## config.mk

```make
export PLATFORM = sky130hd
export DESIGN_NAME = csie_top
export DESIGN_NICKNAME = d
export VERILOG_FILES = /design/src/verilog/csie_pkg.sv /design/src/verilog/csie_if.sv /design/src/verilog/csie_edge.sv /design/src/verilog/csie_serial.sv /design/src/verilog/csie_top.sv
export VERILOG_INCLUDE_DIRS = /design/src /design/src/verilog
export SDC_FILE = /design/constraint.sdc
export NUM_CORES = 1
export LEC_CHECK = 0
export BUFFER_PORTS_ARGS = -buffer_cell sky130_fd_sc_hd__buf_2
export CAP_MARGIN = 10
export CORE_MARGIN = 2
export CORE_UTILIZATION = 56
export DETAILED_ROUTE_END_ITERATION = 8
export PLACE_DENSITY = 0.86
export SLEW_MARGIN = 20
export SYNTH_ARGS = -nofsm -noshare
export SYNTH_HDL_FRONTEND = slang
export SYNTH_SLANG_ARGS = --single-unit
```

## constraint.sdc

```tcl
create_clock -name clk_in -period 2.6 [get_ports clk_in]
set_input_delay 0.13 -clock clk_in [delete_from_list [all_inputs] [get_ports clk_in]]
set_output_delay 0.13 -clock clk_in [all_outputs]
set_load 0.01 [all_outputs]
```

## src/verilog/csie_regs.svh

```systemverilog
`ifndef CSIE_REGS_SVH
`define CSIE_REGS_SVH
// Functional notes
// RULE1: every card interrupt is either a status-change event or a functional request
// RULE2: signalling is parallel PCI, PCI plus parallel IRQ, or PCI plus serialized
// RULE3: all interrupt signalling leaves only through the seven multifunction terminals
// RULE4: memory card: battery-detect transitions set flags 1 and 0, enables 1 and 0
// RULE5: memory card: ready-line transition sets flag 2, masked by enable 2
// RULE6: I/O card: status-change assertion sets flag 0, masked by enable 0
// RULE7: I/O card: irq-request assertion is functional, unmasked, shown in 91h bit 0
// RULE8: CardBus card: irq-line assertion is functional, unmasked, shown in 91h bit 0
// RULE9: CardBus card: status-change assertion sets socket event 0, masked by mask 0
// RULE10: any card-detect transition sets socket events 2 and 1, for every card type
// RULE11: power-up done sets flag 3 for 16-bit cards, socket event 3 for CardBus
// RULE12: memory cards never produce functional interrupts
// RULE13: status-change flags clear on read by default, or on write-one by mode bit
// RULE14: socket event flags clear on write-one; writing zero leaves them alone
// RULE15: request raised while any enabled flag is set, withdrawn when none remain

// ----------------------------------------------------------------
// register offsets
// ----------------------------------------------------------------
`define CSIE_OFS_FLAGS    8'h04
`define CSIE_OFS_ENABLES  8'h05
`define CSIE_OFS_GCTRL    8'h1E
`define CSIE_OFS_ROUTE    8'h8C
`define CSIE_OFS_FUNC     8'h91
`define CSIE_OFS_MODE     8'h92
`define CSIE_OFS_SEVT     8'hC0
`define CSIE_OFS_SMASK    8'hC4

// ----------------------------------------------------------------
// field positions
// ----------------------------------------------------------------
`define CSIE_FLG_BATT1    0
`define CSIE_FLG_BATT2    1
`define CSIE_FLG_IOSTS    0
`define CSIE_FLG_READY    2
`define CSIE_FLG_PWR      3
`define CSIE_SEV_CSTS     0
`define CSIE_SEV_CDA      1
`define CSIE_SEV_CDB      2
`define CSIE_SEV_PWR      3
`define CSIE_FUNC_BIT     0
`define CSIE_GCTRL_CLRMD  2
`define CSIE_MODE_LSB     1
`define CSIE_INTA_TERM    3'h0
`define CSIE_SER_TERM     3'h6

// edge detector line indices
`define CSIE_LN_BATT1     0
`define CSIE_LN_BATT2     1
`define CSIE_LN_READY     2
`define CSIE_LN_CDA       3
`define CSIE_LN_CDB       4

// ----------------------------------------------------------------
// reset values and timing
// ----------------------------------------------------------------
`define CSIE_RST_NIB      4'h0
`define CSIE_RST_BYTE     8'h00
`define CSIE_SER_DIV      8'h04
`endif

```

## src/verilog/csie_pkg.sv

```systemverilog
package csie_pkg;
  typedef enum logic [1:0] {
    CARD_NONE = 2'b00,
    CARD_MEM  = 2'b01,
    CARD_IO   = 2'b10,
    CARD_CB   = 2'b11
  } csie_card_t;

  typedef enum logic [1:0] {
    SIG_PCI     = 2'b00,
    SIG_PCI_IRQ = 2'b01,
    SIG_PCI_SER = 2'b10,
    SIG_RSVD    = 2'b11
  } csie_sig_t;

  typedef enum logic [1:0] {
    SER_START = 2'b00,
    SER_SLOT  = 2'b01,
    SER_STOP  = 2'b10
  } csie_ser_st_t;
endpackage

```

## src/verilog/csie_if.sv

```systemverilog
`timescale 1ns/1ps
interface csie_edge_if;
  logic [4:0] level;
  logic [4:0] change;
  logic [4:0] rise;
  modport src (input level, output change, output rise);
  modport dst (output level, input change, input rise);
endinterface

interface csie_ser_if;
  logic [15:0] irq;
  logic        line_out;
  logic        line_oe;
  modport tx  (input irq, output line_out, output line_oe);
  modport ctl (output irq, input line_out, input line_oe);
endinterface

```

## src/verilog/csie_edge.sv

```systemverilog
`timescale 1ns/1ps
`include "csie_regs.svh"
module csie_edge (
  input wire logic clk_in,
  input wire logic rst_n_in,
  csie_edge_if.src ev
);
  import csie_pkg::*;

  logic [4:0] prev_r;
  logic [4:0] prev_nxt;
  logic [4:0] chg_r;
  logic [4:0] chg_nxt;
  logic [4:0] rise_r;
  logic [4:0] rise_nxt;
  logic       primed_r;
  logic       primed_nxt;

  // ----------------------------------------------------------------
  // per-line edge detection
  // ----------------------------------------------------------------
  // the first cycle after reset only loads the history, so lines that
  // already sit high do not fake an insertion or status change
  genvar i;
  generate
    for (i = 0; i < 5; i++) begin : g_line
      assign prev_nxt[i] = ev.level[i];
      assign chg_nxt[i]  = primed_r & (ev.level[i] ^ prev_r[i]);
      assign rise_nxt[i] = primed_r & ev.level[i] & ~prev_r[i];
    end
  endgenerate

  assign primed_nxt = 1'b1;
  assign ev.change  = chg_r;
  assign ev.rise    = rise_r;

  always_ff @(posedge clk_in) begin
    if (!rst_n_in) begin
      prev_r   <= 5'h00;
      chg_r    <= 5'h00;
      rise_r   <= 5'h00;
      primed_r <= 1'b0;
    end else begin
      prev_r   <= prev_nxt;
      chg_r    <= chg_nxt;
      rise_r   <= rise_nxt;
      primed_r <= primed_nxt;
    end
  end
endmodule

```

## src/verilog/csie_serial.sv

```systemverilog
`timescale 1ns/1ps
`include "csie_regs.svh"
module csie_serial (
  input wire logic clk_in,
  input wire logic rst_n_in,
  csie_ser_if.tx   sx
);
  import csie_pkg::*;

  logic [7:0]   div_r;
  logic [7:0]   div_nxt;
  logic         tick;
  csie_ser_st_t st_r;
  csie_ser_st_t st_nxt;
  logic [3:0]   slot_r;
  logic [3:0]   slot_nxt;
  logic         out_r;
  logic         out_nxt;
  logic         oe_r;
  logic         oe_nxt;

  // ----------------------------------------------------------------
  // frame sequencer: start slot, sixteen irq slots, stop slot
  // ----------------------------------------------------------------
  // the line is open drain: it is only ever pulled low, never driven high
  always_comb begin
    tick     = (div_r == (`CSIE_SER_DIV - 8'h01));
    div_nxt  = tick ? 8'h00 : div_r + 8'h01;
    st_nxt   = st_r;
    slot_nxt = slot_r;
    out_nxt  = 1'b0;
    oe_nxt   = 1'b0;
    unique case (st_r)
      SER_START: begin
        oe_nxt = 1'b1;
        if (tick) begin
          st_nxt   = SER_SLOT;
          slot_nxt = 4'h0;
        end
      end
      SER_SLOT: begin
        oe_nxt = sx.irq[slot_r];
        if (tick) begin
          if (slot_r == 4'hF) begin
            st_nxt = SER_STOP;
          end else begin
            slot_nxt = slot_r + 4'h1;
          end
        end
      end
      SER_STOP: begin
        if (tick) begin
          st_nxt = SER_START;
        end
      end
      default: begin
        st_nxt = SER_START;
      end
    endcase
  end

  assign sx.line_out = out_r;
  assign sx.line_oe  = oe_r;

  always_ff @(posedge clk_in) begin
    if (!rst_n_in) begin
      div_r  <= 8'h00;
      st_r   <= SER_START;
      slot_r <= 4'h0;
      out_r  <= 1'b0;
      oe_r   <= 1'b0;
    end else begin
      div_r  <= div_nxt;
      st_r   <= st_nxt;
      slot_r <= slot_nxt;
      out_r  <= out_nxt;
      oe_r   <= oe_nxt;
    end
  end
endmodule

```

## src/verilog/csie_top.sv

```systemverilog
`timescale 1ns/1ps
`include "csie_regs.svh"
module csie_top (
  input  wire logic                 clk_in,
  input  wire logic                 rst_n_in,
  input  wire csie_pkg::csie_card_t card_type_in,
  input  wire logic                 battery_detect_one_in,
  input  wire logic                 battery_detect_two_in,
  input  wire logic                 card_ready_in,
  input  wire logic                 card_detect_a_in,
  input  wire logic                 card_detect_b_in,
  input  wire logic                 power_cycle_done_in,
  input  wire logic                 reg_rd_in,
  input  wire logic                 reg_wr_in,
  input  wire logic [7:0]           reg_addr_in,
  input  wire logic [7:0]           reg_wdata_in,
  output logic      [7:0]           reg_rdata_out,
  output logic      [6:0]           multifunction_terminals_out,
  output logic      [6:0]           multifunction_terminals_oe_out
);
  import csie_pkg::*;

  // ----------------------------------------------------------------
  // helpers
  // ----------------------------------------------------------------
  function automatic logic [6:0] term_sel(input logic [2:0] idx);
    term_sel = 7'h01 << idx;
  endfunction

  function automatic logic addr_hit(input logic [7:0] a, input logic [7:0] ofs);
    addr_hit = (a == ofs);
  endfunction

  // ----------------------------------------------------------------
  // declarations
  // ----------------------------------------------------------------
  logic [3:0] flags_r;
  logic [3:0] flags_nxt;
  logic [3:0] en_r;
  logic [3:0] en_nxt;
  logic [3:0] sevt_r;
  logic [3:0] sevt_nxt;
  logic [3:0] smask_r;
  logic [3:0] smask_nxt;
  logic       clr_mode_r;
  logic       clr_mode_nxt;
  csie_sig_t  sig_r;
  csie_sig_t  sig_nxt;
  logic [7:0] route_r;
  logic [7:0] route_nxt;
  logic       func_r;
  logic       func_nxt;
  logic [7:0] rdata_r;
  logic [7:0] rdata_nxt;
  logic [6:0] term_r;
  logic [6:0] term_nxt;
  logic [6:0] toe_r;
  logic [6:0] toe_nxt;

  logic       is_mem;
  logic       is_io;
  logic       is_cb;
  logic [3:0] set_f;
  logic [3:0] clr_f;
  logic [3:0] set_s;
  logic [3:0] clr_s;
  logic       csc_req;
  logic       inta_req;
  logic       wr_flags;
  logic       rd_flags;
  logic       wr_sevt;

  // ----------------------------------------------------------------
  // submodules
  // ----------------------------------------------------------------
  csie_edge_if ev ();
  csie_ser_if  sx ();

  assign ev.level = {card_detect_b_in, card_detect_a_in, card_ready_in,
                     battery_detect_two_in, battery_detect_one_in};

  // only the routed slot of the frame carries the functional request
  assign sx.irq = (sig_r == SIG_PCI_SER && func_r) ? (16'h0001 << route_r[7:4]) : 16'h0000;

  csie_edge u_edge (
    .clk_in   (clk_in),
    .rst_n_in (rst_n_in),
    .ev       (ev)
  );

  csie_serial u_serial (
    .clk_in   (clk_in),
    .rst_n_in (rst_n_in),
    .sx       (sx)
  );

  // ----------------------------------------------------------------
  // card classification
  // ----------------------------------------------------------------
  always_comb begin
    is_mem   = (card_type_in == CARD_MEM);
    is_io    = (card_type_in == CARD_IO);
    is_cb    = (card_type_in == CARD_CB);
    wr_flags = reg_wr_in & addr_hit(reg_addr_in, `CSIE_OFS_FLAGS);
    rd_flags = reg_rd_in & addr_hit(reg_addr_in, `CSIE_OFS_FLAGS);
    wr_sevt  = reg_wr_in & addr_hit(reg_addr_in, `CSIE_OFS_SEVT);
  end

  // ----------------------------------------------------------------
  // legacy status-change flags
  // ----------------------------------------------------------------
  always_comb begin
    set_f = 4'h0;
    clr_f = 4'h0;
    if (is_mem) begin
      set_f[`CSIE_FLG_BATT1] = ev.change[`CSIE_LN_BATT1]; // RULE4
      set_f[`CSIE_FLG_BATT2] = ev.change[`CSIE_LN_BATT2]; // RULE4
      set_f[`CSIE_FLG_READY] = ev.change[`CSIE_LN_READY]; // RULE5
    end
    if (is_io) begin
      set_f[`CSIE_FLG_IOSTS] = ev.rise[`CSIE_LN_BATT1]; // RULE6
    end
    if (is_mem | is_io) begin
      set_f[`CSIE_FLG_PWR] = power_cycle_done_in; // RULE11
    end
    if (rd_flags && !clr_mode_r) begin
      clr_f = 4'hF; // RULE13
    end
    if (wr_flags && clr_mode_r) begin
      clr_f = reg_wdata_in[3:0]; // RULE13
    end
    // a new event in the clearing cycle survives the clear
    flags_nxt = (flags_r & ~clr_f) | set_f; // RULE1
  end

  always_ff @(posedge clk_in) begin
    if (!rst_n_in) begin
      flags_r <= `CSIE_RST_NIB;
    end else begin
      flags_r <= flags_nxt;
    end
  end

  // ----------------------------------------------------------------
  // socket event flags
  // ----------------------------------------------------------------
  always_comb begin
    set_s = 4'h0;
    clr_s = 4'h0;
    if (is_cb) begin
      set_s[`CSIE_SEV_CSTS] = ev.rise[`CSIE_LN_BATT1]; // RULE9
      set_s[`CSIE_SEV_PWR]  = power_cycle_done_in; // RULE11
    end
    // detect lines are watched whatever card sits in the socket
    set_s[`CSIE_SEV_CDA] = ev.change[`CSIE_LN_CDA]; // RULE10
    set_s[`CSIE_SEV_CDB] = ev.change[`CSIE_LN_CDB]; // RULE10
    if (wr_sevt) begin
      clr_s = reg_wdata_in[3:0]; // RULE14
    end
    sevt_nxt = (sevt_r & ~clr_s) | set_s; // RULE14
  end

  always_ff @(posedge clk_in) begin
    if (!rst_n_in) begin
      sevt_r <= `CSIE_RST_NIB;
    end else begin
      sevt_r <= sevt_nxt;
    end
  end

  // ----------------------------------------------------------------
  // functional request status
  // ----------------------------------------------------------------
  // functional requests have no enable bit: the card line is mirrored
  // straight into the status bit and onto the terminals
  always_comb begin
    func_nxt = (is_io | is_cb) & card_ready_in; // RULE7 RULE8 RULE12
  end

  always_ff @(posedge clk_in) begin
    if (!rst_n_in) begin
      func_r <= 1'b0;
    end else begin
      func_r <= func_nxt;
    end
  end

  // ----------------------------------------------------------------
  // configuration registers
  // ----------------------------------------------------------------
  always_comb begin
    en_nxt       = en_r;
    smask_nxt    = smask_r;
    clr_mode_nxt = clr_mode_r;
    sig_nxt      = sig_r;
    route_nxt    = route_r;
    if (reg_wr_in) begin
      unique case (reg_addr_in)
        `CSIE_OFS_ENABLES: begin
          en_nxt = reg_wdata_in[3:0];
        end
        `CSIE_OFS_SMASK: begin
          smask_nxt = reg_wdata_in[3:0];
        end
        `CSIE_OFS_GCTRL: begin
          clr_mode_nxt = reg_wdata_in[`CSIE_GCTRL_CLRMD];
        end
        `CSIE_OFS_MODE: begin
          sig_nxt = csie_sig_t'(reg_wdata_in[`CSIE_MODE_LSB +: 2]); // RULE2
        end
        `CSIE_OFS_ROUTE: begin
          route_nxt = reg_wdata_in;
        end
        default: begin
        end
      endcase
    end
  end

  always_ff @(posedge clk_in) begin
    if (!rst_n_in) begin
      en_r       <= `CSIE_RST_NIB;
      smask_r    <= `CSIE_RST_NIB;
      clr_mode_r <= 1'b0;
      sig_r      <= SIG_PCI;
      route_r    <= `CSIE_RST_BYTE;
    end else begin
      en_r       <= en_nxt;
      smask_r    <= smask_nxt;
      clr_mode_r <= clr_mode_nxt;
      sig_r      <= sig_nxt;
      route_r    <= route_nxt;
    end
  end

  // ----------------------------------------------------------------
  // read data
  // ----------------------------------------------------------------
  // read data holds between reads; unmapped offsets read as zero
  always_comb begin
    rdata_nxt = rdata_r;
    if (reg_rd_in) begin
      unique case (reg_addr_in)
        `CSIE_OFS_FLAGS:   rdata_nxt = {4'h0, flags_r};
        `CSIE_OFS_ENABLES: rdata_nxt = {4'h0, en_r};
        `CSIE_OFS_SEVT:    rdata_nxt = {4'h0, sevt_r};
        `CSIE_OFS_SMASK:   rdata_nxt = {4'h0, smask_r};
        `CSIE_OFS_GCTRL:   rdata_nxt = {5'h00, clr_mode_r, 2'h0};
        `CSIE_OFS_MODE:    rdata_nxt = {5'h00, sig_r, 1'b0};
        `CSIE_OFS_ROUTE:   rdata_nxt = route_r;
        `CSIE_OFS_FUNC:    rdata_nxt = {7'h00, func_r}; // RULE7 RULE8
        default:           rdata_nxt = 8'h00;
      endcase
    end
  end

  always_ff @(posedge clk_in) begin
    if (!rst_n_in) begin
      rdata_r <= `CSIE_RST_BYTE;
    end else begin
      rdata_r <= rdata_nxt;
    end
  end

  assign reg_rdata_out = rdata_r;

  // ----------------------------------------------------------------
  // terminal routing
  // ----------------------------------------------------------------
  // the status-change request always uses the open-drain PCI line on
  // terminal 0; software must not route the parallel irq onto it
  always_comb begin
    csc_req  = |(flags_r & en_r) | |(sevt_r & smask_r); // RULE15
    inta_req = csc_req;
    term_nxt = 7'h00;
    toe_nxt  = 7'h00;
    unique case (sig_r)
      SIG_PCI, SIG_RSVD: begin
        inta_req = csc_req | func_r;
      end
      SIG_PCI_IRQ: begin
        toe_nxt  = term_sel(route_r[2:0]);
        term_nxt = term_sel(route_r[2:0]) & {7{func_r}};
      end
      SIG_PCI_SER: begin
        toe_nxt  = term_sel(`CSIE_SER_TERM) & {7{sx.line_oe}};
        term_nxt = term_sel(`CSIE_SER_TERM) & {7{sx.line_out}};
      end
    endcase
    toe_nxt = toe_nxt | (term_sel(`CSIE_INTA_TERM) & {7{inta_req}}); // RULE2 RULE3
  end

  always_ff @(posedge clk_in) begin
    if (!rst_n_in) begin
      term_r <= 7'h00;
      toe_r  <= 7'h00;
    end else begin
      term_r <= term_nxt;
      toe_r  <= toe_nxt;
    end
  end

  assign multifunction_terminals_out    = term_r; // RULE3
  assign multifunction_terminals_oe_out = toe_r;
endmodule

```

==> flow_summary.toml, run 1 <==
[run_status]
status = "completed"

[logic_synthesis]
synth_fp_nets = 397
synth_edf_count = 0
synthDistinctLibCells = 51
yosys_most_used_dff = "dfxtp_1"
ys.warnings.count = 0
ys_seq_area_share_pct = 45.8
synthesis.area_mm2 = 0.00336
avgSynthCellArea_um2 = 9.29
synth.ff_latch_count = 77
syn-instance-count = 362
async_reset_ff_share_pct = 0

[finish]
final_cells = 491
syn_to_final_growth_pct = 14.4
fillers = 460
nets = 446
final_core_util_pct = 65.8
fin_area_mm2 = 0.00385
n_antenna_cell = 0
layout-drive-gt1-share_pct = 18.5

[sta]
fmaxAchievable_mhz = 509
finalMaxSlewViolations = 0
finalSetupViolations = 0
layout_min_cycle_time_ps = 1960
rsz0062_at_grt = "false"
hold_violations = 0
timing.setup.tns_ps = 0
tightest_slew_ps = 604
layout_setup_ws_ps = 636
finalHoldWorstSlack_ps = 15.1
slew_headroom_pct = 59.4
timing.final.crit_share_pct = 75.5
fin_skew_ps = 10.0

[cts]
post_cts_resized = 0
cts_sinks = 77
h-tree-depth = 3
clkTransAtPathRegs_ps = 80
cts_made_buffers = 9
clockBufferDepth = 2
tritoncts = "yes"
ctsHoldBuffers = 0
cts-root-buf = "clkbuf_8"
cts_setup_buffers = 0
worstSkewPairLatency_ps = 350

[route]
wl_per_cell_um = 14.0
viasPerCell = 5.53
drt_iter0_drc = 175
vias = 2717
drt_pass1_iterations = 4
post-route-drc-count = 0
ant_nets = 0
wirelength_mm = 6.89

[pwr]
power_density_mw_per_mm2 = 582
totalPowerFinal_mw = 2.24
p_leak_nw = 1.51
ir_drop_uv = 421

[run]
cap_viol_max_count = 0

[setup_path]
worstPathRequired_ps = 2900
criticalPathCategory = "reg2reg"
start_kind = "register"
crit_path_end_kind = "register"
crit_arrival_ps = 2260
worst-path-max-fanout = 7

[global_route]
grt_pass1_vias = 2481
grt_pass1_wl_mm = 11.5
grtUsageTotal_pct = 22.6
grt_remaining_overflow = 0
antenna_found_initial = 0
grt_max_degree = 37

[placement]
placedCellCount = 475
dpl.hpwl_mm = 4.93
globalplace.congestion = 0.921
io_buffers = 49
place_area_mm2 = 0.00366
preCtsSetupSlack_ps = 672

[floorplanning]
initial_core_util_pct = 57.5
pin_count = 50
dieArea_mm2 = 0.00664
fp.dieH_um = 81.5
die_w_um = 81.5
row_count = 28
core_area_mm2 = 0.00585

[hold_path]
hold_path.class = "in2reg"
## layout by cell type (no fill, tap or decap), types with 9 or more instances in the layout
master and count:
mux2i_1 13, xnor2_1 9, clkbuf_8 9, a21boi_0 17
nand2_1 31, dfxtp_1 77, nor3_1 10, buf_2 49
nand3_1 23, o21ai_0 13, nor2_1 30, nor2b_1 19
## worst paths after layout
kind	slack, ps	startpoint	end	cells past startpoint
max	640	u_serial.div_r[0]	u_serial.st_r[1]	6
min	20	card_detect_a_in	u_edge.prev_r[3]	2
max reg2reg	640	u_serial.div_r[0]	u_serial.st_r[1]	6
min reg2reg	440	u_edge.prev_r[0]	u_edge.ev.rise[0]	1
## worst max-delay path, cell delays in order (launching register included)
cell	delay, ps
dfxtp_1	400
ha_1	250
nor4b_1	340
nand2_1	250
or3_1	410
o21ai_0	140
and2_1	130
## final cells by class
class	count	area [um2]	share of cell area (%)
Tap cell	75	93.8	2.44
Clock inverter	6	62.6	1.63
Sequential cell	77	1540	40.1
Clock buffer	10	128	3.32
Inverter	7	26.3	0.683
Multi-Input combinational cell	265	1740	45.1
Timing Repair Buffer	51	260	6.76
## sequential cells by signal, summed over array words and instances, names as in the netlist
register and count:
smask_r 4, u_edge.prev_r 5, clr_mode_r 1, func_r 1, u_edge.ev.rise 1, u_serial.sx.line_oe 1, sevt_r 4, en_r 4
route_r 8, u_serial.slot_r 4, sig_r 2, u_serial.st_r 2, multifunction_terminals_out 7, reg_rdata_out 8, multifunction_terminals_oe_out 7, u_edge.ev.change 5
u_serial.div_r 8, u_edge.primed_r 1, flags_r 4
## synthesized netlist by cell type, types with 2 or more instances
cell type / number / area, um2
clkbuf_1: 8 / 30.0
nand4_1: 4 / 25.0
xnor2_1: 9 / 78.8
nand3b_1: 7 / 52.6
mux2_2: 2 / 22.5
o21ai_0: 13 / 65.1
dfxtp_1: 77 / 1540
a2bb2oi_1: 2 / 17.5
ha_1: 7 / 87.6
a31oi_1: 5 / 31.3
o21a_1: 2 / 15.0
nor2b_1: 19 / 119
nor3_1: 10 / 50.1
inv_1: 7 / 26.3
a21boi_0: 17 / 128
nand4b_1: 3 / 26.3
mux2i_1: 13 / 130
xor2_1: 8 / 70.1
o311a_1: 2 / 20.0
buf_2: 2 / 10.0
and2_1: 8 / 50.1
buf_4: 2 / 15.0
nor2_1: 30 / 113
or3b_2: 3 / 26.3
nand3_1: 23 / 115
and3_1: 4 / 25.0
nand2_1: 31 / 116
nand2b_1: 8 / 50.1
a221oi_1: 2 / 17.5
a22oi_1: 5 / 37.5
nor3b_1: 2 / 15.0
a21oi_1: 8 / 40.0
## layer usage
layer	share of wire [%]	GRT usage, %	up-vias	wire length [um]
met3	5.9	5.38	13	409
met4	1.7	11.4	0	119
li1	-	-	1373	-
met5	0	0	-	0
met1	46	29.0	1239	3180
met2	46	35.7	92	3170
## power breakdown
group          switching (mW)  internal, mW
Combinational          0.0833        0.0628
Clock                   0.427         0.443
Sequential             0.0192          1.20
## kinds of logic after synthesis
family                   Yosys count  synth area share (%)
XOR/XNOR                          17                  4.43
AO/OA/AOI/OAI                     62                  12.6
flip-flops                        77                  45.8
multiplexers                      15                  4.54
adder cells (fa/ha/maj)            7                  2.60
AND/OR/NAND/NOR                  164                  27.4
buffers and inverters             20                  2.53
(Power assumes the default switching activity.)
==> run 2, diff against run 1 <==
--- a/config.mk
+++ b/config.mk
@@ -9,9 +9,9 @@
 export BUFFER_PORTS_ARGS = -buffer_cell sky130_fd_sc_hd__buf_2
 export CAP_MARGIN = 10
 export CORE_MARGIN = 2
-export CORE_UTILIZATION = 56
+export CORE_UTILIZATION = 51
 export DETAILED_ROUTE_END_ITERATION = 8
-export PLACE_DENSITY = 0.86
+export PLACE_DENSITY = 0.82
 export SLEW_MARGIN = 20
 export SYNTH_ARGS = -nofsm -noshare
 export SYNTH_HDL_FRONTEND = slang
==> constraint.sdc (replaced) <==
create_clock -name clk_in -period 1.7 [get_ports clk_in]
set_input_delay 0.085 -clock clk_in [delete_from_list [all_inputs] [get_ports clk_in]]
set_output_delay 0.085 -clock clk_in [all_outputs]
set_load 0.01 [all_outputs]
==> run 2 against run 1 <==
Clock power increased by 62%. Highest routed layer unchanged. Fmax is 22% higher. Clock skew shrank 1.6 ps. Utilization fell by 1.8 points. Via count up 6.3%. Worst hold slack about the same. Sequential power increased by 53%. Total power up 58%. Global-route usage fell by 1.5 points.
==> flow_summary.toml, run 2 (synthesized netlist as in run 1, its figures left out) <==
[hold_path]
hold_path.class = "in2reg"
worstHoldStart = "power_cycle_done_in"
hold-path-cell-count = 3

[finish]
final_core_util_pct = 64.0
layout-drive-gt1-share_pct = 21.5
final_common_cell = "dfxtp_1"
fillers = 545
nets = 468
syn_to_final_growth_pct = 20.9
final_cell_mix = "dfxtp_1, buf_2, nand2_1"
n_antenna_cell = 0

[setup_path]
crit_arrival_ps = 1920
crit_buf_inv = 0
crit_path_top_delay_cell = "or4b_2"
critical-path-top-delay-family = "simple AND/OR/NAND/NOR gates"
crit_chain = "ha_1, or4b_2, o21ai_1, o21a_1"
worstPathRequired_ps = 2020
crit_path_end_kind = "register"
cp_num_cells = 4
ff2ff_path_depth = 4
max_stage_delay_ps = 620
crit_start = "sig_r[0]"
start_kind = "register"
worst-path-max-fanout = 4
criticalPathCategory = "reg2reg"
rr_startpoint = "sig_r[0]"

[route]
ant_nets = 0
wl_per_cell_um = 14.6
drt_iter0_drc = 209
viasPerCell = 5.61
post-route-drc-count = 0
vias = 2889
wirelength_mm = 7.50
drt_pass1_iterations = 5

[cts]
cts_sinks = 77
clkTransAtPathRegs_ps = 90
h-tree-depth = 3
tritoncts = "yes"
cts-root-buf = "clkbuf_8"
clockBufferDepth = 2
worstSkewPairLatency_ps = 360
cts_made_buffers = 9
cts_setup_buffers = 0

[global_route]
grtUsageTotal_pct = 21.1
grt_remaining_overflow = 0
grt_pass1_vias = 2694
antenna_found_initial = 0
grt_pass1_wl_mm = 12.3
grt_max_degree = 22

[floorplanning]
die_w_um = 85.2
row_count = 29
fp.dieH_um = 85.2
initial_core_util_pct = 53.0
dieArea_mm2 = 0.00726
pin_count = 50
core_area_mm2 = 0.00635

[pwr]
ir_drop_uv = 621
power_density_mw_per_mm2 = 872
totalPowerFinal_mw = 3.55
p_leak_nw = 1.60

[sta]
rsz0062_at_grt = "true"
finalSetupViolations = 0
finalMaxSlewViolations = 0
fmaxAchievable_mhz = 623
slew_headroom_pct = 69.9
timing.final.crit_share_pct = 94.5
layout_min_cycle_time_ps = 1610
hold_violations = 0
timing.setup.tns_ps = 0
tightest_slew_ps = 440
fin_skew_ps = 8.42
finalHoldWorstSlack_ps = 15.3
layout_setup_ws_ps = 93.8

[placement]
dpl.hpwl_mm = 5.19
preCtsSetupSlack_ps = 91.7
globalplace.congestion = 0.927
io_buffers = 49

[run_status]
status = "completed"

[run]
cap_viol_max_count = 0
## run 2: worst paths after layout
path,slack [ps],end
worst max-delay path,90,multifunction_terminals_oe_out[0]
worst min-delay path,20,flags_r[3]
worst min register to register,450,u_serial.div_r[0]
worst max register to register,90,multifunction_terminals_oe_out[0]
## run 2: report_power, final
| part | switching [mW] | total [mW] | leakage (nW) | internal [mW] |
|---|---|---|---|---|
| clock network | 0.728 | 1.41 | 0.0918 | 0.682 |
| registers | 0.0295 | 1.87 | 0.626 | 1.84 |
| logic | 0.136 | 0.264 | 0.886 | 0.127 |
| total | 0.893 | 3.55 | 1.60 | 2.65 |
## run 2: worst min-delay path, delay by kind of cell
| kind | cells | cell delay [ps] |
|---|---|---|
| AO/OA/AOI/OAI | 1 | 70 |
| buffers and inverters | 1 | 100 |
| AND/OR/NAND/NOR | 1 | 60 |
## run 2: area by class of cell
| class | instances | area, um2 | share of cell area [%] |
|---|---|---|---|
| Clock buffer | 9 | 124 | 3.05 |
| Clock inverter | 7 | 75.1 | 1.85 |
| Inverter | 7 | 26.3 | 0.646 |
| Multi-Input combinational cell | 265 | 1750 | 43.1 |
| Sequential cell | 77 | 1540 | 38.0 |
| Tap cell | 77 | 96.3 | 2.37 |
| Timing Repair Buffer | 73 | 448 | 11.0 |
## run 2: timing repair
item | in CTS | in global routing
hold endpoints to repair | 13 | 0
hold buffers | 9 | 0
resized for setup | 0 | 5
endpoints found under the setup margin | 0 | 6
## run 2: metal layers
metal / up-vias / wire length (um) / track usage [%]
li1: 1418 / - / -
met1: 1362 / 3380 / 26.4
met2: 92 / 3520 / 33.8
met3: 17 / 423 / 4.86
met4: 0 / 177 / 11.3
met5: - / 0 / 0
## run 2: stage by stage
step	std cells	cell area, um2
2_1_floorplan	362	3370
3_3_place_gp	490	3760
3_5_place_dp	490	3760
4_1_cts	515	4050
5_1_grt	515	4070
6_report	515	4070
==> run 3, diff against run 2 <==
==> constraint.sdc (replaced) <==
create_clock -name clk_in -period 1.3 [get_ports clk_in]
set_input_delay 0.065 -clock clk_in [delete_from_list [all_inputs] [get_ports clk_in]]
set_output_delay 0.065 -clock clk_in [all_outputs]
set_load 0.01 [all_outputs]
==> run 3 against run 2 <==
The flow now finishes with violations (negative setup slack). Fmax grew 10%. Cell area grew 8.1%. Clock-buffer cell count is the same. Sequential share of layout area shrank 2.7 points. Global-route usage grew 1.3 points. Final cell count grew 5.0%. Sequential power grew 30%. Critical path depth grew 2. Worst hold slack lost 6.4 ps. Critical path type unchanged. Critical endpoint is now u_serial.slot_r[3].
==> flow_summary.toml, run 3 (synthesized netlist as in run 1, its figures left out) <==
[run_status]
status = "finished with violations"
violations = "negative setup slack"

[run]
cap_viol_max_count = 0

[finish]
syn_to_final_growth_pct = 30.6
final_cells = 541
final_cell_mix = "dfxtp_1, buf_2, buf_4"
multi_input_area_mm2 = 0.00185
fin_area_mm2 = 0.00439
fillers = 480
final_core_util_pct = 69.2
nets = 494
n_antenna_cell = 0
layout-drive-gt1-share_pct = 30.2
final-seq-area_mm2 = 0.00155
final_common_cell = "dfxtp_1"

[route]
post-route-drc-count = 0
wl_per_cell_um = 14.6
vias = 2975
viasPerCell = 5.50
ant_nets = 0
drt_iter0_drc = 230
drt_pass1_iterations = 7
wirelength_mm = 7.89

[cts]
clockBufferDepth = 2
cts_sinks = 77
h-tree-depth = 3
worstSkewPairLatency_ps = 360
cts_made_buffers = 9
cts-root-buf = "clkbuf_8"
tritoncts = "yes"
clkTransAtPathRegs_ps = 90

[setup_path]
crit_chain = "ha_4, nor4b_4, nand4b_1, nor2_1, xor2_1, o311a_1"
start_kind = "register"
crit_arrival_ps = 1770
max_stage_delay_ps = 360
crit_path_top_delay_cell = "dfxtp_2"
worstPathRequired_ps = 1620
crit_buf_inv = 0
critical-path-top-delay-family = "simple AND/OR/NAND/NOR gates"
criticalPathCategory = "reg2reg"
worst-path-max-fanout = 3
crit_path_end_kind = "register"

[global_route]
grt_pass1_vias = 2847
grt_pass1_wl_mm = 12.9
grt_max_degree = 59
grt_remaining_overflow = 0
antenna_found_initial = 0
grtUsageTotal_pct = 22.5

[hold_path]
hold_path.class = "in2reg"

[sta]
hold_violations = 0
fmaxAchievable_mhz = 686
finalSetupViolations = 7
layout_setup_ws_ps = -158
fin_skew_ps = 11.5
layout_min_cycle_time_ps = 1460
tightest_slew_ps = 479
slew_headroom_pct = 68.0
finalMaxSlewViolations = 0
timing.final.crit_share_pct = 112
finalHoldWorstSlack_ps = 8.87
rsz0062_at_grt = "true"

[floorplanning]
initial_core_util_pct = 53.0
fp.dieH_um = 85.2
die_w_um = 85.2
dieArea_mm2 = 0.00726
row_count = 29
pin_count = 50
core_area_mm2 = 0.00635

[pwr]
totalPowerFinal_mw = 4.74
p_leak_nw = 1.77
power_density_mw_per_mm2 = 1080
ir_drop_uv = 608

[placement]
globalplace.congestion = 0.904
placedCellCount = 516
place_area_mm2 = 0.00401
io_buffers = 49
dpl.hpwl_mm = 5.41
-- run 3: cell types whose count changed in the layout (fill, tap and decap cells not counted), sizes merged --
cell,change
buf,+26
inv,+2
clkinv,-1
clkinvlp,-1
-- run 3: area by class of cell --
class | instances | share of cell area [%]
inverters | 7 | 0.598
repair buffers | 99 | 15.1
multi-input cells | 265 | 42.2
clock inverters | 7 | 1.88
clock buffers | 9 | 2.82
well taps | 77 | 2.19
flip-flops and latches | 77 | 35.2
-- run 3: tightest hold or removal path: stages --
cell	delay, ps
buf_2	110
nand2b_1	60
a21boi_0	70
-- run 3: what timing repair did --
item	4_1_cts	5_1_grt
buffers inserted	0	0
hold buffers	9	0
pin swaps	3	5
setup endpoints to repair	10	20
gates resized for setup	10	13
endpoints found under the hold margin	15	0
-- run 3: per-stage QoR --
step | setup WS (ps) | TNS (ps)
2_1_floorplan | -140 | -539
3_3_place_gp | -212 | -3580
3_5_place_dp | -324 | -4800
4_1_cts | -156 | -749
6_report | -158 | -753
5_1_grt | -287 | -1870
-- run 3: report_power, final --
part | leakage [nW] | total [mW] | internal, mW | switching (mW)
sequential | 0.627 | 2.44 | 2.41 | 0.0341
combinational | 1.04 | 0.413 | 0.208 | 0.204
clock | 0.0984 | 1.88 | 0.916 | 0.969
-- run 3: worst paths after layout --
check	start	endpoint	slack (ps)	cells past startpoint
worst max-delay path	u_serial.div_r[1]	u_serial.slot_r[3]	-160	6
worst min-delay path	power_cycle_done_in	flags_r[3]	9	3
worst max register to register	u_serial.div_r[1]	u_serial.slot_r[3]	-160	6
worst min register to register	u_edge.ev.change[3]	sevt_r[1]	470	2
-- run 3: routing by layer --
metal,part of all wire (%),vias up,global-route usage [%]
li1,-,1470,-
met3,6.2,13,4.96
met2,50,107,37.8
met4,1.3,0,8.37
met1,42,1385,28.2
met5,0,-,0
